==> src/common/omc_consts.svh <==
// constants of the optical module control and status block
`ifndef OMC_CONSTS_SVH
`define OMC_CONSTS_SVH

// system clock rate in kHz (200 MHz)
`define OMC_CLK_KHZ 200000

// least time the disable pin is held to clear a latched fault, in us
`define OMC_T_RESET_US 10
`define OMC_T_RESET_CYC ((`OMC_T_RESET_US * `OMC_CLK_KHZ + 999) / 1000)

// longest power-on times in ms, and longest write cycle time in ms
`define OMC_T_INIT_MS 300
`define OMC_T_SERIAL_MS 300
`define OMC_T_DATA_MS 1000
`define OMC_T_WRITE_MS 10
`define OMC_T_INIT_CYC (`OMC_T_INIT_MS * `OMC_CLK_KHZ)
`define OMC_T_SERIAL_CYC (`OMC_T_SERIAL_MS * `OMC_CLK_KHZ)
`define OMC_T_DATA_CYC (`OMC_T_DATA_MS * `OMC_CLK_KHZ)
`define OMC_T_WRITE_CYC (`OMC_T_WRITE_MS * `OMC_CLK_KHZ)

// two-wire device identifiers: top six bits shared, bit 1 selects the space
`define OMC_DEV_BASE 6'h28
// control/status byte offset in the diagnostic space
`define OMC_CSB_OFS 8'h6e
// control/status byte fields
`define OMC_CSB_HW_DIS 7
`define OMC_CSB_SW_DIS 6
`define OMC_CSB_FAULT 2
`define OMC_CSB_LOS 1
`define OMC_CSB_RDY 0

`endif

==> src/common/omc_pkg.sv <==
// types of the optical module control and status block
`default_nettype none
package omc_pkg;
  // low-speed pins as sampled into the system clock domain
  typedef struct packed {
    logic tx_dis;
    logic fault;
    logic sig_ok;
    logic sda;
    logic scl;
  } omc_pins_t;

  // two-wire slave states
  typedef enum logic [2:0] {
    ST_IDLE,
    ST_DEV,
    ST_ADDR,
    ST_WDATA,
    ST_RDATA
  } omc_state_t;
endpackage
`default_nettype wire

==> src/rtl/omc_ctrl_status.sv <==
// control, status and two-wire register logic of an optical transceiver module
`include "omc_consts.svh"
`default_nettype none
// Operation
// - hardware disable high: laser off within 10 us
// - hardware disable low: laser on within 1 ms
// - initialise within 300 ms after power-on
// - fault output asserts within 100 us of fault
// - signal-lost output follows optical input within 100 us
// - software disable bit acts within 100 ms
// - fault status bit set within 100 ms
// - signal-lost status bit updates within 100 ms
// - data-ready bit set within 1000 ms of power-on
// - both address spaces answer within 300 ms
module omc_ctrl_status #(
  parameter logic [27:0] INIT_CYC = 28'(`OMC_T_INIT_CYC),
  parameter logic [27:0] SERIAL_CYC = 28'(`OMC_T_SERIAL_CYC),
  parameter logic [27:0] DATA_CYC = 28'(`OMC_T_DATA_CYC),
  parameter logic [27:0] WRITE_CYC = 28'(`OMC_T_WRITE_CYC)
) (
  input wire logic clk_sys_i,
  input wire logic rst_n_i,
  input wire logic tx_disable_i,
  input wire logic laser_fault_cond_i,
  input wire logic optical_signal_ok_i,
  input wire logic scl_i,
  input wire logic sda_i,
  output logic sda_o,
  output logic sda_oe_o,
  output logic laser_on_o,
  output logic tx_fault_o,
  output logic input_signal_lost_o
);
  localparam logic [11:0] RESET_CYC = 12'(`OMC_T_RESET_CYC);
  localparam omc_pkg::omc_pins_t PINS_IDLE = '{sda: 1'b1, scl: 1'b1, default: 1'b0};

  omc_pkg::omc_pins_t raw, sync1, s, d;
  omc_pkg::omc_state_t st, next_st;
  logic [3:0] cnt, next_cnt;
  logic ack, next_ack, drv, next_drv, a2, next_a2;
  logic [7:0] shift, next_shift, ptr, next_ptr;
  logic soft_dis, next_soft_dis, soft_pend, next_soft_pend, wr_seen, next_wr_seen;
  logic [27:0] busy, next_busy, por, next_por;
  logic fault, next_fault, next_laser_on, next_tx_fault, next_los;
  logic [11:0] hold, next_hold;
  logic init_done, ser_ready, data_rdy, start, stop, rise, fall;
  logic [7:0] csb, rd_byte;

  assign raw = '{tx_dis: tx_disable_i, fault: laser_fault_cond_i,
                 sig_ok: optical_signal_ok_i, sda: sda_i, scl: scl_i};

  // two-stage synchronisers, reset to idle bus levels to avoid a false edge; d finds edges
  always_ff @(posedge clk_sys_i) begin
    if (!rst_n_i) begin
      sync1 <= PINS_IDLE;
      s <= PINS_IDLE;
      d <= PINS_IDLE;
    end else begin
      sync1 <= raw;
      s <= sync1;
      d <= s;
    end
  end

  // bus conditions, seen on the sampled clock; 100 kHz leaves ample samples
  assign rise = s.scl & ~d.scl;
  assign fall = ~s.scl & d.scl;
  assign start = s.scl & d.scl & d.sda & ~s.sda;
  assign stop = s.scl & d.scl & ~d.sda & s.sda;

  // power-on milestones from one saturating counter
  assign init_done = por >= INIT_CYC;
  assign ser_ready = por >= SERIAL_CYC;
  assign data_rdy = por >= DATA_CYC;

  // control/status byte; only the software disable bit is writable
  always_comb begin
    csb = 8'h00;
    csb[`OMC_CSB_HW_DIS] = s.tx_dis;
    csb[`OMC_CSB_SW_DIS] = soft_dis;
    csb[`OMC_CSB_FAULT] = tx_fault_o;
    csb[`OMC_CSB_LOS] = input_signal_lost_o;
    csb[`OMC_CSB_RDY] = data_rdy;
    rd_byte = (a2 && ptr == `OMC_CSB_OFS) ? csb : 8'h00;
  end

  // next state of laser control, fault latch and bus slave
  always_comb begin
    next_st = st;
    next_cnt = cnt;
    next_ack = ack;
    next_drv = drv;
    next_a2 = a2;
    next_shift = shift;
    next_ptr = ptr;
    next_soft_dis = soft_dis;
    next_soft_pend = soft_pend;
    next_wr_seen = wr_seen;
    next_busy = (busy != 28'h0) ? busy - 28'h1 : busy;
    next_por = (por >= DATA_CYC) ? por : por + 28'h1;
    // a fault that is present always wins over a clear
    next_fault = fault | s.fault;
    next_hold = s.tx_dis ? ((hold >= RESET_CYC) ? hold : hold + 12'h1) : 12'h0;
    // release after a long enough hold clears the latch
    if (!s.tx_dis && d.tx_dis && hold >= RESET_CYC) begin
      next_fault = s.fault;
    end
    // laser held dark by either disable, a fault or pending init
    next_laser_on = ~(s.tx_dis | soft_dis | fault | ~init_done);
    next_tx_fault = fault;
    next_los = ~s.sig_ok;

    if (start) begin
      next_st = omc_pkg::ST_DEV;
      next_cnt = 4'h0;
      next_ack = 1'b0;
      next_drv = 1'b0;
    end else if (stop) begin
      next_st = omc_pkg::ST_IDLE;
      next_ack = 1'b0;
      next_drv = 1'b0;
      // written disable takes effect at the stop; write cycle runs from here
      if (wr_seen) begin
        next_soft_dis = soft_pend;
        next_busy = WRITE_CYC;
        next_wr_seen = 1'b0;
      end
    end else if (st != omc_pkg::ST_IDLE) begin
      if (rise) begin
        if (ack) begin
          // master nack ends a read
          if (st == omc_pkg::ST_RDATA && s.sda) begin
            next_st = omc_pkg::ST_IDLE;
          end
        end else if (cnt < 4'h8) begin
          next_shift = {shift[6:0], s.sda};
          next_cnt = cnt + 4'h1;
        end
      end else if (fall) begin
        if (ack) begin
          next_ack = 1'b0;
          next_drv = 1'b0;
          next_cnt = 4'h0;
          if (st == omc_pkg::ST_RDATA) begin
            next_shift = rd_byte;
            next_drv = ~rd_byte[7];
            next_ptr = ptr + 8'h1;
          end
        end else if (cnt == 4'h8) begin
          next_ack = 1'b1;
          next_drv = 1'b0;
          unique case (st)
            omc_pkg::ST_DEV: begin
              // no answer before the bus is ready or during a write cycle
              if (shift[7:2] == `OMC_DEV_BASE && ser_ready && busy == 28'h0) begin
                next_drv = 1'b1;
                next_a2 = shift[1];
                next_st = shift[0] ? omc_pkg::ST_RDATA : omc_pkg::ST_ADDR;
              end else begin
                next_st = omc_pkg::ST_IDLE;
                next_ack = 1'b0;
              end
            end
            omc_pkg::ST_ADDR: begin
              next_drv = 1'b1;
              next_ptr = shift;
              next_st = omc_pkg::ST_WDATA;
            end
            omc_pkg::ST_WDATA: begin
              // writes elsewhere are acknowledged and dropped
              next_drv = 1'b1;
              next_ptr = ptr + 8'h1;
              if (a2 && ptr == `OMC_CSB_OFS) begin
                next_soft_pend = shift[`OMC_CSB_SW_DIS];
                next_wr_seen = 1'b1;
              end
            end
            omc_pkg::ST_RDATA: next_drv = 1'b0;
            omc_pkg::ST_IDLE: next_drv = 1'b0;
          endcase
        end else if (st == omc_pkg::ST_RDATA) begin
          // the shift moves the next read bit into the top position
          next_drv = ~shift[7];
        end
      end
    end
  end

  // state registers
  always_ff @(posedge clk_sys_i) begin
    if (!rst_n_i) begin
      st <= omc_pkg::ST_IDLE;
      cnt <= 4'h0;
      ack <= 1'b0;
      drv <= 1'b0;
      a2 <= 1'b0;
      shift <= 8'h00;
      ptr <= 8'h00;
      soft_dis <= 1'b0;
      soft_pend <= 1'b0;
      wr_seen <= 1'b0;
      busy <= 28'h0;
      por <= 28'h0;
      fault <= 1'b0;
      hold <= 12'h0;
      laser_on_o <= 1'b0;
      tx_fault_o <= 1'b0;
      input_signal_lost_o <= 1'b1;
    end else begin
      st <= next_st;
      cnt <= next_cnt;
      ack <= next_ack;
      drv <= next_drv;
      a2 <= next_a2;
      shift <= next_shift;
      ptr <= next_ptr;
      soft_dis <= next_soft_dis;
      soft_pend <= next_soft_pend;
      wr_seen <= next_wr_seen;
      busy <= next_busy;
      por <= next_por;
      fault <= next_fault;
      hold <= next_hold;
      laser_on_o <= next_laser_on;
      tx_fault_o <= next_tx_fault;
      input_signal_lost_o <= next_los;
    end
  end

  // open-drain data line: only ever pulled low
  assign sda_o = 1'b0;
  assign sda_oe_o = drv;

  property p_hw_off;
    @(posedge clk_sys_i) disable iff (!rst_n_i) s.tx_dis |=> !laser_on_o;
  endproperty
  a_hw_off: assert property (p_hw_off) else $error("laser on with pin disable");
  property p_hw_on;
    @(posedge clk_sys_i) disable iff (!rst_n_i)
      ($fell(s.tx_dis) && !soft_dis && !fault && init_done) |=> laser_on_o;
  endproperty
  a_hw_on: assert property (p_hw_on) else $error("laser not back after release");
  property p_init;
    @(posedge clk_sys_i) disable iff (!rst_n_i)
      (!init_done |=> !laser_on_o) and
      ((por == INIT_CYC && !s.tx_dis && !soft_dis && !fault) |=> laser_on_o);
  endproperty
  a_init: assert property (p_init) else $error("laser state wrong around init");
  property p_fault;
    @(posedge clk_sys_i) disable iff (!rst_n_i) s.fault |=> ##1 tx_fault_o;
  endproperty
  a_fault: assert property (p_fault) else $error("fault output late");
  property p_fault_hold;
    @(posedge clk_sys_i) disable iff (!rst_n_i)
      ($fell(s.tx_dis) && hold < RESET_CYC && fault) |=> fault;
  endproperty
  a_fault_hold: assert property (p_fault_hold) else $error("fault cleared by short pulse");
  property p_los;
    @(posedge clk_sys_i) disable iff (!rst_n_i)
      1'b1 |=> input_signal_lost_o == !$past(s.sig_ok) &&
        csb[`OMC_CSB_LOS] == input_signal_lost_o;
  endproperty
  a_los: assert property (p_los) else $error("signal lost output wrong");
  property p_soft;
    @(posedge clk_sys_i) disable iff (!rst_n_i)
      (stop && wr_seen) |=> (soft_dis == $past(soft_pend)) ##1
        ($past(s.tx_dis) || $past(fault) || !$past(init_done) ||
         laser_on_o == !$past(soft_dis));
  endproperty
  a_soft: assert property (p_soft) else $error("software disable not applied");
  property p_rdy;
    @(posedge clk_sys_i) disable iff (!rst_n_i) csb[`OMC_CSB_RDY] == (por >= DATA_CYC);
  endproperty
  a_rdy: assert property (p_rdy) else $error("data ready flag wrong");
  property p_ser;
    @(posedge clk_sys_i) disable iff (!rst_n_i)
      (st == omc_pkg::ST_DEV && fall && !ack && cnt == 4'h8 && !ser_ready) |=> !sda_oe_o;
  endproperty
  a_ser: assert property (p_ser) else $error("answered before bus ready");
  property p_busy;
    @(posedge clk_sys_i) disable iff (!rst_n_i)
      (stop && wr_seen) |=> busy == WRITE_CYC ##1 busy == WRITE_CYC - 28'h1;
  endproperty
  a_busy: assert property (p_busy) else $error("write cycle timer wrong");
  property p_dis;
    @(posedge clk_sys_i) disable iff (!rst_n_i) (s.tx_dis || soft_dis) |=> !laser_on_o;
  endproperty
  a_dis: assert property (p_dis) else $error("laser on while disabled");
endmodule
`default_nettype wire

==> config.mk <==
export PLATFORM = sky130hd
export DESIGN_NAME = omc_ctrl_status
export DESIGN_NICKNAME = d
export VERILOG_FILES = /design/src/common/omc_pkg.sv /design/src/rtl/omc_ctrl_status.sv
export VERILOG_INCLUDE_DIRS = /design/src /design/src/common
export SDC_FILE = /design/constraint.sdc
export NUM_CORES = 1
export LEC_CHECK = 0
export ABC_AREA = 1
export BUFFER_PORTS_ARGS = -buffer_cell sky130_fd_sc_hd__buf_2
export CORE_UTILIZATION = 50
export DETAILED_ROUTE_END_ITERATION = 7
export GPL_ROUTABILITY_DRIVEN = 0
export PLACE_DENSITY = 0.66
export SLEW_MARGIN = 0
export SYNTH_ARGS = -nofsm -noshare
export SYNTH_HDL_FRONTEND = slang
export SYNTH_SLANG_ARGS = --single-unit
==> constraint.sdc <==
create_clock -name clk_sys_i -period 4.7 [get_ports clk_sys_i]
set_clock_uncertainty 0.05 [all_clocks]
set_input_delay 0.94 -clock clk_sys_i [delete_from_list [all_inputs] [get_ports clk_sys_i]]
set_output_delay 0.94 -clock clk_sys_i [all_outputs]
set_load 0.05 [all_outputs]
# Word-level counts from Yosys, hierarchy flattened
# Cells that the tools add are included.
[totals]
reg_bits = 114
inputBits = 7
out_inout_bits = 5
wordCells = 177
[classes]
add_sub_neg = 5
n_lt_le_gt_ge = 4
eq_ne = 22
mux = 50
bitwise_logic = 25
n_reduce_logical = 40
[ops]
columns = ["cell", "count"]
rows = [
  ["$mux W28", 4],
  ["$mux W8", 10],
  ["$add A28 B1 Y28 const B", 1],
  ["$ge A28 B26 Y1 const B", 1],
  ["$ge A28 B28 Y1 const B", 1],
  ["$logic_not A28 Y1", 1],
  ["$reduce_bool A28 Y1", 1],
  ["$sub A28 B1 Y28 const B", 1],
  ["$mux W3", 8],
  ["$reduce_and A8 Y1", 3],
  ["$mux W1", 20],
  ["$mux W4", 5],
  ["$reduce_and A9 Y1", 2],
  ["$reduce_bool A2 Y1", 9],
  ["$pmux W8 S2", 1],
  ["$not A1 Y1", 14],
  ["$reduce_and A7 Y1", 2],
  ["$add A12 B1 Y12 const B", 1],
  ["$ge A12 B11 Y1 const B", 1],
  ["$reduce_bool A3 Y1", 4],
  ["$ne A2 B1 Y1 const B", 5],
  ["$add A8 B1 Y8 const B", 1],
  ["$eq A8 B7 Y1 const B", 1],
  ["$and A1 B1 Y1", 7],
  ["other kinds (28)", 42],
]

# Longest topological paths before layout
# Gate-level depths: netlist of the first run.
[depth]
ltp_word = 12
depth_mapped = 13
depth_no_buf = 12

# Worst setup path before layout of the first run
# OpenSTA, ideal clock, no wires.
[synth_path]
path_kind = "input to register"
start = "input port rst_n_i"
end = "register sync1[0] in the netlist's numbering"
setup_time_ns = 0.123
t_arrival_ns = 1.738
required_time_ns = 4.527
slack_ns = 2.789
stages = 4
n_path_buf = 2
path_cell_list = "clkbuf_1 > inv_1 > clkbuf_1 > or2_2"
[synth_rtl]
columns = ["item", "line", "source"]
rows = [
  ["start: declaration", "omc_ctrl_status.sv:22", "input wire logic rst_n_i,"],
  ["end signal: assignment", "omc_ctrl_status.sv:59", "sync1 <= raw;"],
  ["end: declaration", "omc_ctrl_status.sv:37", "omc_pkg::omc_pins_t raw, sync1, s, d;"],
]
# No word-level cell between the ends.

# Worst setup path after layout of the first run
[layout_path]
start = "register s[0] in the netlist's numbering"
end = "register shift[0]"
[layout_between]
elab_chain_cells = 5
[layout_rtl]
columns = ["item", "line", "source"]
rows = [
  ["start: declaration", "omc_ctrl_status.sv:37", ""],
  ["start signal: assignment", "omc_ctrl_status.sv:60", "s <= sync1;"],
  ["$and A1 B1 Y1", "omc_ctrl_status.sv:68, omc_ctrl_status.sv:69", ""],
  ["$and A1 B1 Y1, on equally long branches (2 in series)", "omc_ctrl_status.sv:68, omc_ctrl_status.sv:69", ""],
  ["$not A1 Y1 (no source line)", "--", ""],
  ["$reduce_and A8 Y1 (no source line)", "--", ""],
  ["end signal: assignment", "omc_ctrl_status.sv:215", "shift <= next_shift;"],
  ["end: declaration", "omc_ctrl_status.sv:41", "logic [7:0] shift, next_shift, ptr, next_ptr;"],
]
# Parallel ways exist; a longest one is shown, timed or not.
# A chain may end at the register's enable or synchronous reset.

==> results of run 1 <==
[path summary, 6_finish.rpt]
kind / from / end / slack (ps) / cells past startpoint
worst max register to register: s[0] / shift[0] / 2200 / 8
worst min register to register: s[2] / input_signal_lost_o / 320 / 1
worst min-delay path: s[2] / input_signal_lost_o / 320 / 1
worst max-delay path: s[0] / shift[0] / 2200 / 8
[cell usage in the layout, fill, tap and decap left out, drive strengths merged]
cell type / instances
nand2: 245
nor2: 129
inv: 120
dfxtp: 114
a21oi: 72
nand3: 51
o21ai: 37
nor3: 35
xor2: 26
clkbuf: 20
nand4: 16
xnor2: 16
ha: 15
buf: 11
or2: 8
clkinv: 8
o211ai: 7
nand3b: 6
a211oi: 4
a31oi: 3
a22oi: 3
bufinv: 3
a21boi: 2
nor4: 2
o22ai: 2
o21a: 2
clkinvlp: 2
nor3b: 2
o211a: 1
o21bai: 1
and3: 1
conb: 1
[worst max-delay path, delay by kind of cell, from the launching register on]
| kind | cells | cell delay [ps] |
|---|---|---|
| fa+ha+maj | 2 | 950 |
| simple gates | 3 | 640 |
| flops | 1 | 360 |
| compound gates | 2 | 210 |
| buf+inv | 1 | 170 |
[sequential cells by signal, summed over array words and instances (netlist names)]
name / flops
d: 3
hold: 12
shift: 8
input_signal_lost_o: 1
sda_oe_o: 1
fault: 1
sync1: 5
laser_on_o: 1
cnt: 4
s: 4
csb: 1
tx_fault_o: 1
wr_seen: 1
st: 3
soft_dis: 1
ack: 1
por: 28
busy: 28
ptr: 8
a2: 1
soft_pend: 1
[power by group]
part           leakage [µW]  internal (µW)  total, µW  switching [µW]
combinational       0.00174            328        939             611
sequential         0.000925           1050       1120            69.8
clock              0.000283            823       1270             449
total               0.00295           2210       3330            1130
[per-layer routing]
layer  wire length, µm  vias to the layer above
li1                  -                     3030
met1              7236                     2600
met2              6512                      101
met3               586                       13
met4               174                        0
met5                 0                        -
[cell type report]
cell class | instances | area, µm²
fillers | 1223 | 5199
multi-input cells | 687 | 3482
flip-flops and latches | 114 | 2282
inverters | 121 | 454.2
clock buffers | 20 | 436.7
well taps | 168 | 210.2
clock inverters | 12 | 140.1
repair buffers | 11 | 57.56
[per-stage QoR]
step	setup slack [ps]	power, µW	utilization
6_report	2201	3335	0.5760
5_1_grt	1906	3540	0.5760
4_1_cts	2194	3346	0.5760
3_5_place_dp	2065	2059	0.5290
3_3_place_gp	2098	2061	0.5290
2_1_floorplan	2789	1894	-
[logic make-up (layout without fill, tap and decap cells)]
family | count (synthesis) | in the layout
AND/OR/NAND/NOR | 495 | 495
buffers and inverters | 149 | 164
AO/OA/AOI/OAI | 134 | 134
flip-flops | 114 | 114
XOR/XNOR | 42 | 42
adder cells (fa/ha/maj) | 15 | 15
other | 1 | 1
==> flow_metrics.tcl, run 1 <==
set metrics [dict create \
    io_pins 12 \
    grt_use_met2 0.3727 \
    synth_warnings 0 \
    clock-sinks 114 \
    numCtsBuffers 17 \
    antenna_found_initial 0 \
    ys_seq_area_frac 0.3568 \
    synth_top_family_by_area "simple AND/OR/NAND/NOR gates" \
    syn_to_final_growth_pct 10.43 \
    grt.total_usage 0.2361 \
    clkSlewWorstSetupHoldPaths_ps 50 \
    first_pass_iters 5 \
    crit_chain "ha_1 > ha_1 > nor2_1 > nand2_1 > nor2_2 > inv_1 > a21oi_1 > a21oi_1" \
    clk_path_buf_depth 2 \
    cts_tree "built" \
    grt_max_degree 40 \
    crit_path_max_fanout 17 \
    rsz0062_at_grt "no" \
    cts_resized 0 \
    grt_pass1_vias 5149 \
    max-cap-violations 0 \
    fin_crit_ps 2499 \
    grt_use_met1 0.3131 \
    synthAdderAreaFrac 0.02934 \
    grt_pass1_wl_um 24410 \
    synth_xor_area_frac 0.05751 \
    design_area_mm2 0.007063 \
    ir_worst_vdd_v 0.0002612 \
    worstMarginPinSlew_ps 679.5 \
    portBuffers 10 \
    clock_latency_ps 430 \
    power_density_mw_per_mm2 472.1 \
    cp-start-kind "register" \
    syn_avg_cell_area_um2 6.733 \
    max_slew_margin 0.5454 \
    die_h_um 115.1 \
    worst_path_max_delay_cell "ha_1" \
    dieArea_mm2 0.01325 \
    cp-end-kind "register" \
    synth.cell_area_mm2 0.006396 \
    fmax_mhz 400.2 \
    initial_utilization 0.5216 \
    post-route-period-util 0.5316 \
    synth_compound_area_frac 0.1211 \
    synth-simple-area-share 0.3359 \
    status "finished, final reports clean" \
    yosys-top-cells-area "dfxtp_1 (36%), nand2_1 (13%), nor2_1 (7.2%)" \
    leakagePower_uw 0.002950 \
    wl_per_cell_um 12.81 \
    vias 5744 \
    async_flop_share 0 \
    syn_nets 972 \
    post-synth-top-area-cell "dfxtp_1" \
    min_path_type "reg2reg" \
    viasPerCell 5.070 \
    postPlaceCellArea_mm2 0.006486 \
    layoutNonFillerInstCount 1133 \
    cp.arrival_ps 2760 \
    dp_hpwl_um 10280 \
    crit_required_ps 4960 \
    synth_top_area_share 0.3568 \
    yosysMostFrequentCell "nand2_1" \
    synth_edf_count 0 \
    met3_usage 0.06168 \
    syn_inst 950 \
    top_usage_layer "met2" \
    layout.nets 974 \
    crit_path_max_incr_delay_ps 600 \
    rows 40 \
    drv_slew 0 \
    design.core.area_mm2 0.01226 \
    synth.distinct_cells 44 \
    wl_um 14510 \
    die_w_um 115.1 \
    tns_ps 0 \
    grt-ovfl-total 0 \
    hold_buffers 0 \
    holdWs_ps 320.3 \
    drc 0 \
    synth_ff_type "dfxtp_1" \
    htreeDepth 4 \
    place_inst 1101 \
    ant_nets 0 \
    drt_iter0_drc 445 \
    finalSetupViolations 0 \
    insertedDiodeCount 0 \
    ctsRootBufferMaster "clkbuf_16" \
    ys_ff_latch 114 \
    post_cts_buffers 0 \
    synthMuxAreaShare 0 \
    synth_commonest_cells "nand2_1 (230), nor2_1 (122), dfxtp_1 (114)" \
    critPathKind "reg2reg" \
    drive_above_1_share 0.09637 \
    hold_violations 0 \
]
Note: power is estimated with default switching activity, not from simulation.
==> inputs of run 2 (changes only) <==
PLACE_DENSITY = 0.68   (was 0.66)
clock period = 2 ns   (was 4.7 ns; I/O delays follow)
==> run 2 against run 1 <==
  * Final cell count up 2.4%
  * Global-route usage up 1.6 points
  * Clock-buffer cell count down 3
  * Hold slack worse by 220 ps
  * Critical path depth up 3
  * Final area up 3.6%
  * First-iteration DRC count up 2.9%
  * Largest cell class unchanged
==> flow_metrics.tcl, run 2 (same netlist as run 1, synthesis figures left out) <==
set metrics [dict create \
    clkSlewWorstSetupHoldPaths_ps 60 \
    die_w_um 115.1 \
    drv_slew 0 \
    first_pass_iters 6 \
    vias 5949 \
    grt-ovfl-total 0 \
    grt.total_usage 0.2517 \
    max-cap-violations 0 \
    power_uw 8038 \
    tns_ps 0 \
    wl_per_cell_um 13.07 \
    rsz0062_at_grt "no" \
    mostFrequentLayoutCell "nand2_1" \
    fin_crit_ps 1823 \
    initial_utilization 0.5216 \
    numCtsBuffers 17 \
    fmax_mhz 548.7 \
    critPathLaunch "d[0]" \
    post-route-period-util 0.9113 \
    leakagePower_uw 0.003103 \
    power_density_mw_per_mm2 1099 \
    swShare 0.3571 \
    cp.arrival_ps 2130 \
    status "finished, final reports clean" \
    p_int_uw 5167 \
    num-fill-cells 1152 \
    finalSetupViolations 0 \
    viasPerCell 5.128 \
    p_sw_uw 2870 \
    worst_path_max_delay_cell "dfxtp_2" \
    combPwrFrac 0.285 \
    crit_chain "inv_1 > ha_2 > buf_4 > inv_2 > o21ai_0 > nor2_1 > nand2_2 > inv_1 > nand2_1 > or2_2 > a21oi_1" \
    dp_hpwl_um 10800 \
    design.core.area_mm2 0.01226 \
    drive_above_1_share 0.1331 \
    ctsRootBufferMaster "clkbuf_16" \
    insertedDiodeCount 0 \
    clock-sinks 114 \
    critPathKind "reg2reg" \
    crit_path_max_fanout 7 \
    layout.nets 1001 \
    drt_iter0_drc 458 \
    clk_path_buf_depth 2 \
    hold_buffers 0 \
    crit_path_max_incr_delay_ps 340 \
    clock_power_share 0.387 \
    clock_latency_ps 430 \
    crit_required_ps 2310 \
    grt_max_degree 31 \
    pwr-share-seq 0.328 \
    largestRegisters "busy x28, por x28, hold x12" \
    ir_worst_vdd_v 0.0006664 \
    die_h_um 115.1 \
    rows 40 \
    drc 0 \
    grt_pass1_wl_um 26070 \
    r2r-start "d[0]" \
    cp_common_cell "inv_1" \
    ant_nets 0 \
    portBuffers 10 \
    cts_tree "built" \
    layout_common_cells "nand2_1 (228), nor2_1 (121), inv_1 (113)" \
    crit_family "simple AND/OR/NAND/NOR gates" \
    grt_pass1_vias 5559 \
    wl_um 15160 \
    cp-start-kind "register" \
    cp-end-kind "register" \
    min_path_type "in2reg" \
    hp-start "optical_signal_ok_i" \
    io_pins 12 \
    syn_to_final_growth_pct 14.40 \
    antenna_found_initial 0 \
    hold_violations 0 \
    dieArea_mm2 0.01325 \
    htreeDepth 4 \
    path_buf_inv 4 \
]
## run 2: cell types whose count changed in the layout (fill, tap and decap cells not counted), sizes merged
cell      delta
bufinv       -1
inv          +7
buf         +27
clkinvlp     -2
clkinv       -1
clkbuf       -3
## run 2: routing by layer
metal	wire length [µm]	GRT usage	up-vias
met1	7311	0.3256	2692
met4	385	0.1325	0
li1	-	-	3087
met3	622	0.05008	32
met5	0	0	-
met2	6839	0.3972	138
## run 2: cell type report
cell class                      count  area (µm²)  area share
Clock inverter                     15       172.7     0.02360
Inverter                          121       456.7     0.06241
Timing Repair Buffer               38       260.3     0.03557
Multi-Input combinational cell    687        3507      0.4793
Tap cell                          168       210.2     0.02873
Sequential cell                   114        2285      0.3122
Clock buffer                       17       425.4     0.05814
## run 2: final timing paths
check	end	slack, ps	cells past startpoint
worst max-delay path	cnt[2]	180	11
worst min-delay path	sync1[2]	100	3
worst max register to register	cnt[2]	180	11
worst min register to register	input_signal_lost_o	320	1
## run 2: worst reg2reg max path: stages (launching register included)
cell	delay [ps]
dfxtp_2	340
inv_1	50
ha_2	180
buf_4	150
inv_2	110
o21ai_0	80
nor2_1	120
nand2_2	120
inv_1	110
nand2_1	60
or2_2	270
a21oi_1	110
## run 2: repair_timing
action / 4_1_cts / 5_1_grt
setup endpoints to repair: 0 / 18
resized for setup: 0 / 12
setup buffers: 0 / 1
## run 2: power by group through the flow
stage | combinational (µW) | clock, µW | sequential [µW]
detailed placement | 2230 | 0 | 2680
finish | 2290 | 3110 | 2640
global route | 2630 | 3250 | 2660
global placement | 2220 | 0 | 2680
floorplan | 1810 | 0 | 2650
CTS | 2260 | 3140 | 2640
## run 2: through the flow
| step | area [µm²] | hold WS [ps] | worst slack (ps) | std cells | util |
|---|---|---|---|---|---|
| floorplan | 6396 | 301.7 | 216.4 | 950 | - |
| global placement | 6681 | 303.7 | 143.5 | 1127 | 0.5449 |
| detailed placement | 6681 | 307.9 | 102.0 | 1127 | 0.5449 |
| CTS | 7279 | 89.42 | 75.47 | 1159 | 0.5937 |
| global route | 7317 | 91.65 | 0.7188 | 1160 | 0.5967 |
| finish | 7317 | 100.6 | 177.4 | 1160 | 0.5967 |
==> inputs of run 3 (changes only) <==
CTS_BUF_LIST = sky130_fd_sc_hd__clkbuf_4   (was default)
GPL_ROUTABILITY_DRIVEN = default   (was 0)
==> run 3 against run 2 <==
  * Core utilization shrank 2.1 points
  * Critical path type unchanged
  * Highest routed layer unchanged
  * Sequential power barely moved
  * Critical endpoint is now busy[17]
  * Clock-buffer cell count grew 1
  * Combinational power down 2%
  * Largest power group is now registers
==> flow_metrics.tcl, run 3 (same netlist as run 1, synthesis figures left out) <==
set metrics [dict create \
    seq_area_mm2 0.002283 \
    clk_path_buf_depth 2 \
    post-route-period-util 0.9312 \
    crit_family "simple AND/OR/NAND/NOR gates" \
    p_sw_uw 2527 \
    grt_pass1_wl_um 25300 \
    dieArea_mm2 0.01325 \
    portBuffers 10 \
    p_int_uw 4170 \
    grt-ovfl-total 0 \
    clkSlewWorstSetupHoldPaths_ps 110 \
    multi_input_area_mm2 0.003487 \
    insertedDiodeCount 0 \
    grt.total_usage 0.2430 \
    die_h_um 115.1 \
    largestRegisters "busy x28, por x28, hold x12" \
    status "finished, final reports clean" \
    rr_endpoint "busy[17]" \
    layout.nets 1007 \
    cp.depth 9 \
    min_path_type "in2reg" \
    clock-sinks 114 \
    vias 5991 \
    finalSetupViolations 0 \
    drt_iter0_drc 409 \
    crit_chain "inv_1 > ha_1 > nand2_1 > nor2_1 > nand3_1 > or2_1 > nand2_2 > or2_2 > a21oi_2" \
    holdPathEnd "d[1]" \
    rows 40 \
    cts_tree "built" \
    drive_above_1_share 0.1264 \
    leakagePower_uw 0.002985 \
    cp-start-kind "register" \
    dp_hpwl_um 11080 \
    clock_power_share 0.270 \
    crit_required_ps 2440 \
    wl_per_cell_um 12.70 \
    wl_um 14800 \
    post-place-ws_ps 112.3 \
    cp.arrival_ps 2300 \
    r2r_cells 9 \
    path_buf_inv 1 \
    fin_crit_ps 1862 \
    numCtsBuffers 17 \
    post_cts_buffers 0 \
    die_w_um 115.1 \
    hold_violations 0 \
    pwr-share-seq 0.393 \
    design.core.area_mm2 0.01226 \
    grt_pass1_vias 5462 \
    ant_nets 0 \
    drc 0 \
    initial_utilization 0.5216 \
    syn_to_final_growth_pct 10.29 \
    ctsRootBufferMaster "clkbuf_4" \
    swShare 0.3773 \
    crit_path_max_fanout 8 \
    whs_path_depth 3 \
    cp-end-kind "register" \
    ir_worst_vdd_v 0.0004171 \
    reg2reg_slack_ps 140 \
    r2r-start "busy[0]" \
    crit_path_max_incr_delay_ps 380 \
    finalWorstSetupSlack_ps 137.7 \
    power_density_mw_per_mm2 949.3 \
    grt_max_degree 28 \
    drv_slew 0 \
    antenna_found_initial 0 \
    io_pins 12 \
    first_pass_iters 5 \
    rsz0062_at_grt "no" \
    tns_ps 0 \
    htreeDepth 4 \
    max-cap-violations 0 \
    critPathKind "reg2reg" \
    hp-start "rst_n_i" \
    fmax_mhz 537.0 \
    worst_path_max_delay_cell "dfxtp_1" \
    num-fill-cells 1229 \
    globalplace.congestion 0.9129 \
    clock_latency_ps 550 \
    mostFrequentLayoutCell "nand2_1" \
    combPwrFrac 0.337 \
    layout_common_cells "nand2_1 (230), nor2_1 (121), inv_1 (113), dfxtp_1 (113), a21oi_1 (60)" \
    viasPerCell 5.142 \
]
==> run 3: changes by cell type in the layout (fill, tap and decap cells not counted), sizes merged <==
cell         change
inv              -7
dlygate4sd3      +5
clkinv           +2
clkinvlp         +2
buf              +1
bufinv           +1
clkbuf           +1
==> run 3: layout make-up <==
| class | count | area share |
|---|---|---|
| Timing Repair Buffer | 44 | 0.04505 |
| Multi-Input combinational cell | 687 | 0.4943 |
| Tap cell | 168 | 0.02980 |
| Clock buffer | 18 | 0.01916 |
| Clock inverter | 13 | 0.02324 |
| Inverter | 121 | 0.06474 |
| Sequential cell | 114 | 0.3237 |
==> run 3: routing by layer <==
metal	share of wire	routed length, µm	GRT usage	up-vias
met3	0.044	658	0.04850	16
met4	0.013	189	0.08052	0
met1	0.47	7019	0.3160	2747
met2	0.47	6933	0.4032	117
li1	-	-	-	3111
met5	0	0	0	-
==> run 3: stage by stage <==
stage / std cells / total power [µW] / util / hold slack [ps] / area [µm²]
5_1_grt: 1165 / 7195 / 0.5753 / 207.5 / 7054
6_report: 1165 / 6697 / 0.5753 / 236.5 / 7054
2_1_floorplan: 950 / 4451 / - / 301.7 / 6396
3_3_place_gp: 1129 / 4885 / 0.5461 / 304.8 / 6696
3_5_place_dp: 1129 / 4897 / 0.5461 / 308.4 / 6696
4_1_cts: 1165 / 6723 / 0.5746 / 223.2 / 7046
==> run 3: worst max-delay path by stage <==
stage	end	slack (ps)	start
3_3_place_gp	cnt[2]	160	d[0]
2_1_floorplan	cnt[2]	220	ack
3_5_place_dp	cnt[2]	110	d[0]
6_report	busy[17]	140	busy[0]
4_1_cts	cnt[2]	90	d[0]
5_1_grt	cnt[2]	3	d[0]
==> run 3: power by group through the flow <==
stage / combinational [µW] / clock (µW) / sequential (µW)
global placement: 2210 / 0 / 2680
floorplan: 1810 / 0 / 2650
CTS: 2240 / 1850 / 2630
global route: 2580 / 1960 / 2660
detailed placement: 2220 / 0 / 2680
finish: 2250 / 1810 / 2640
==> run 3: timing repair <==
action / 4_1_cts / 5_1_grt
gates resized for setup: 0 / 4
hold buffers: 5 / 0
setup endpoints to repair: 0 / 11
hold endpoints to repair: 5 / 0
==> run 3: tightest hold or removal path, delay by kind of cell <==
family / cells / cell delay, ps
buffers and inverters: 2 / 330
and+or+nand+nor: 1 / 70
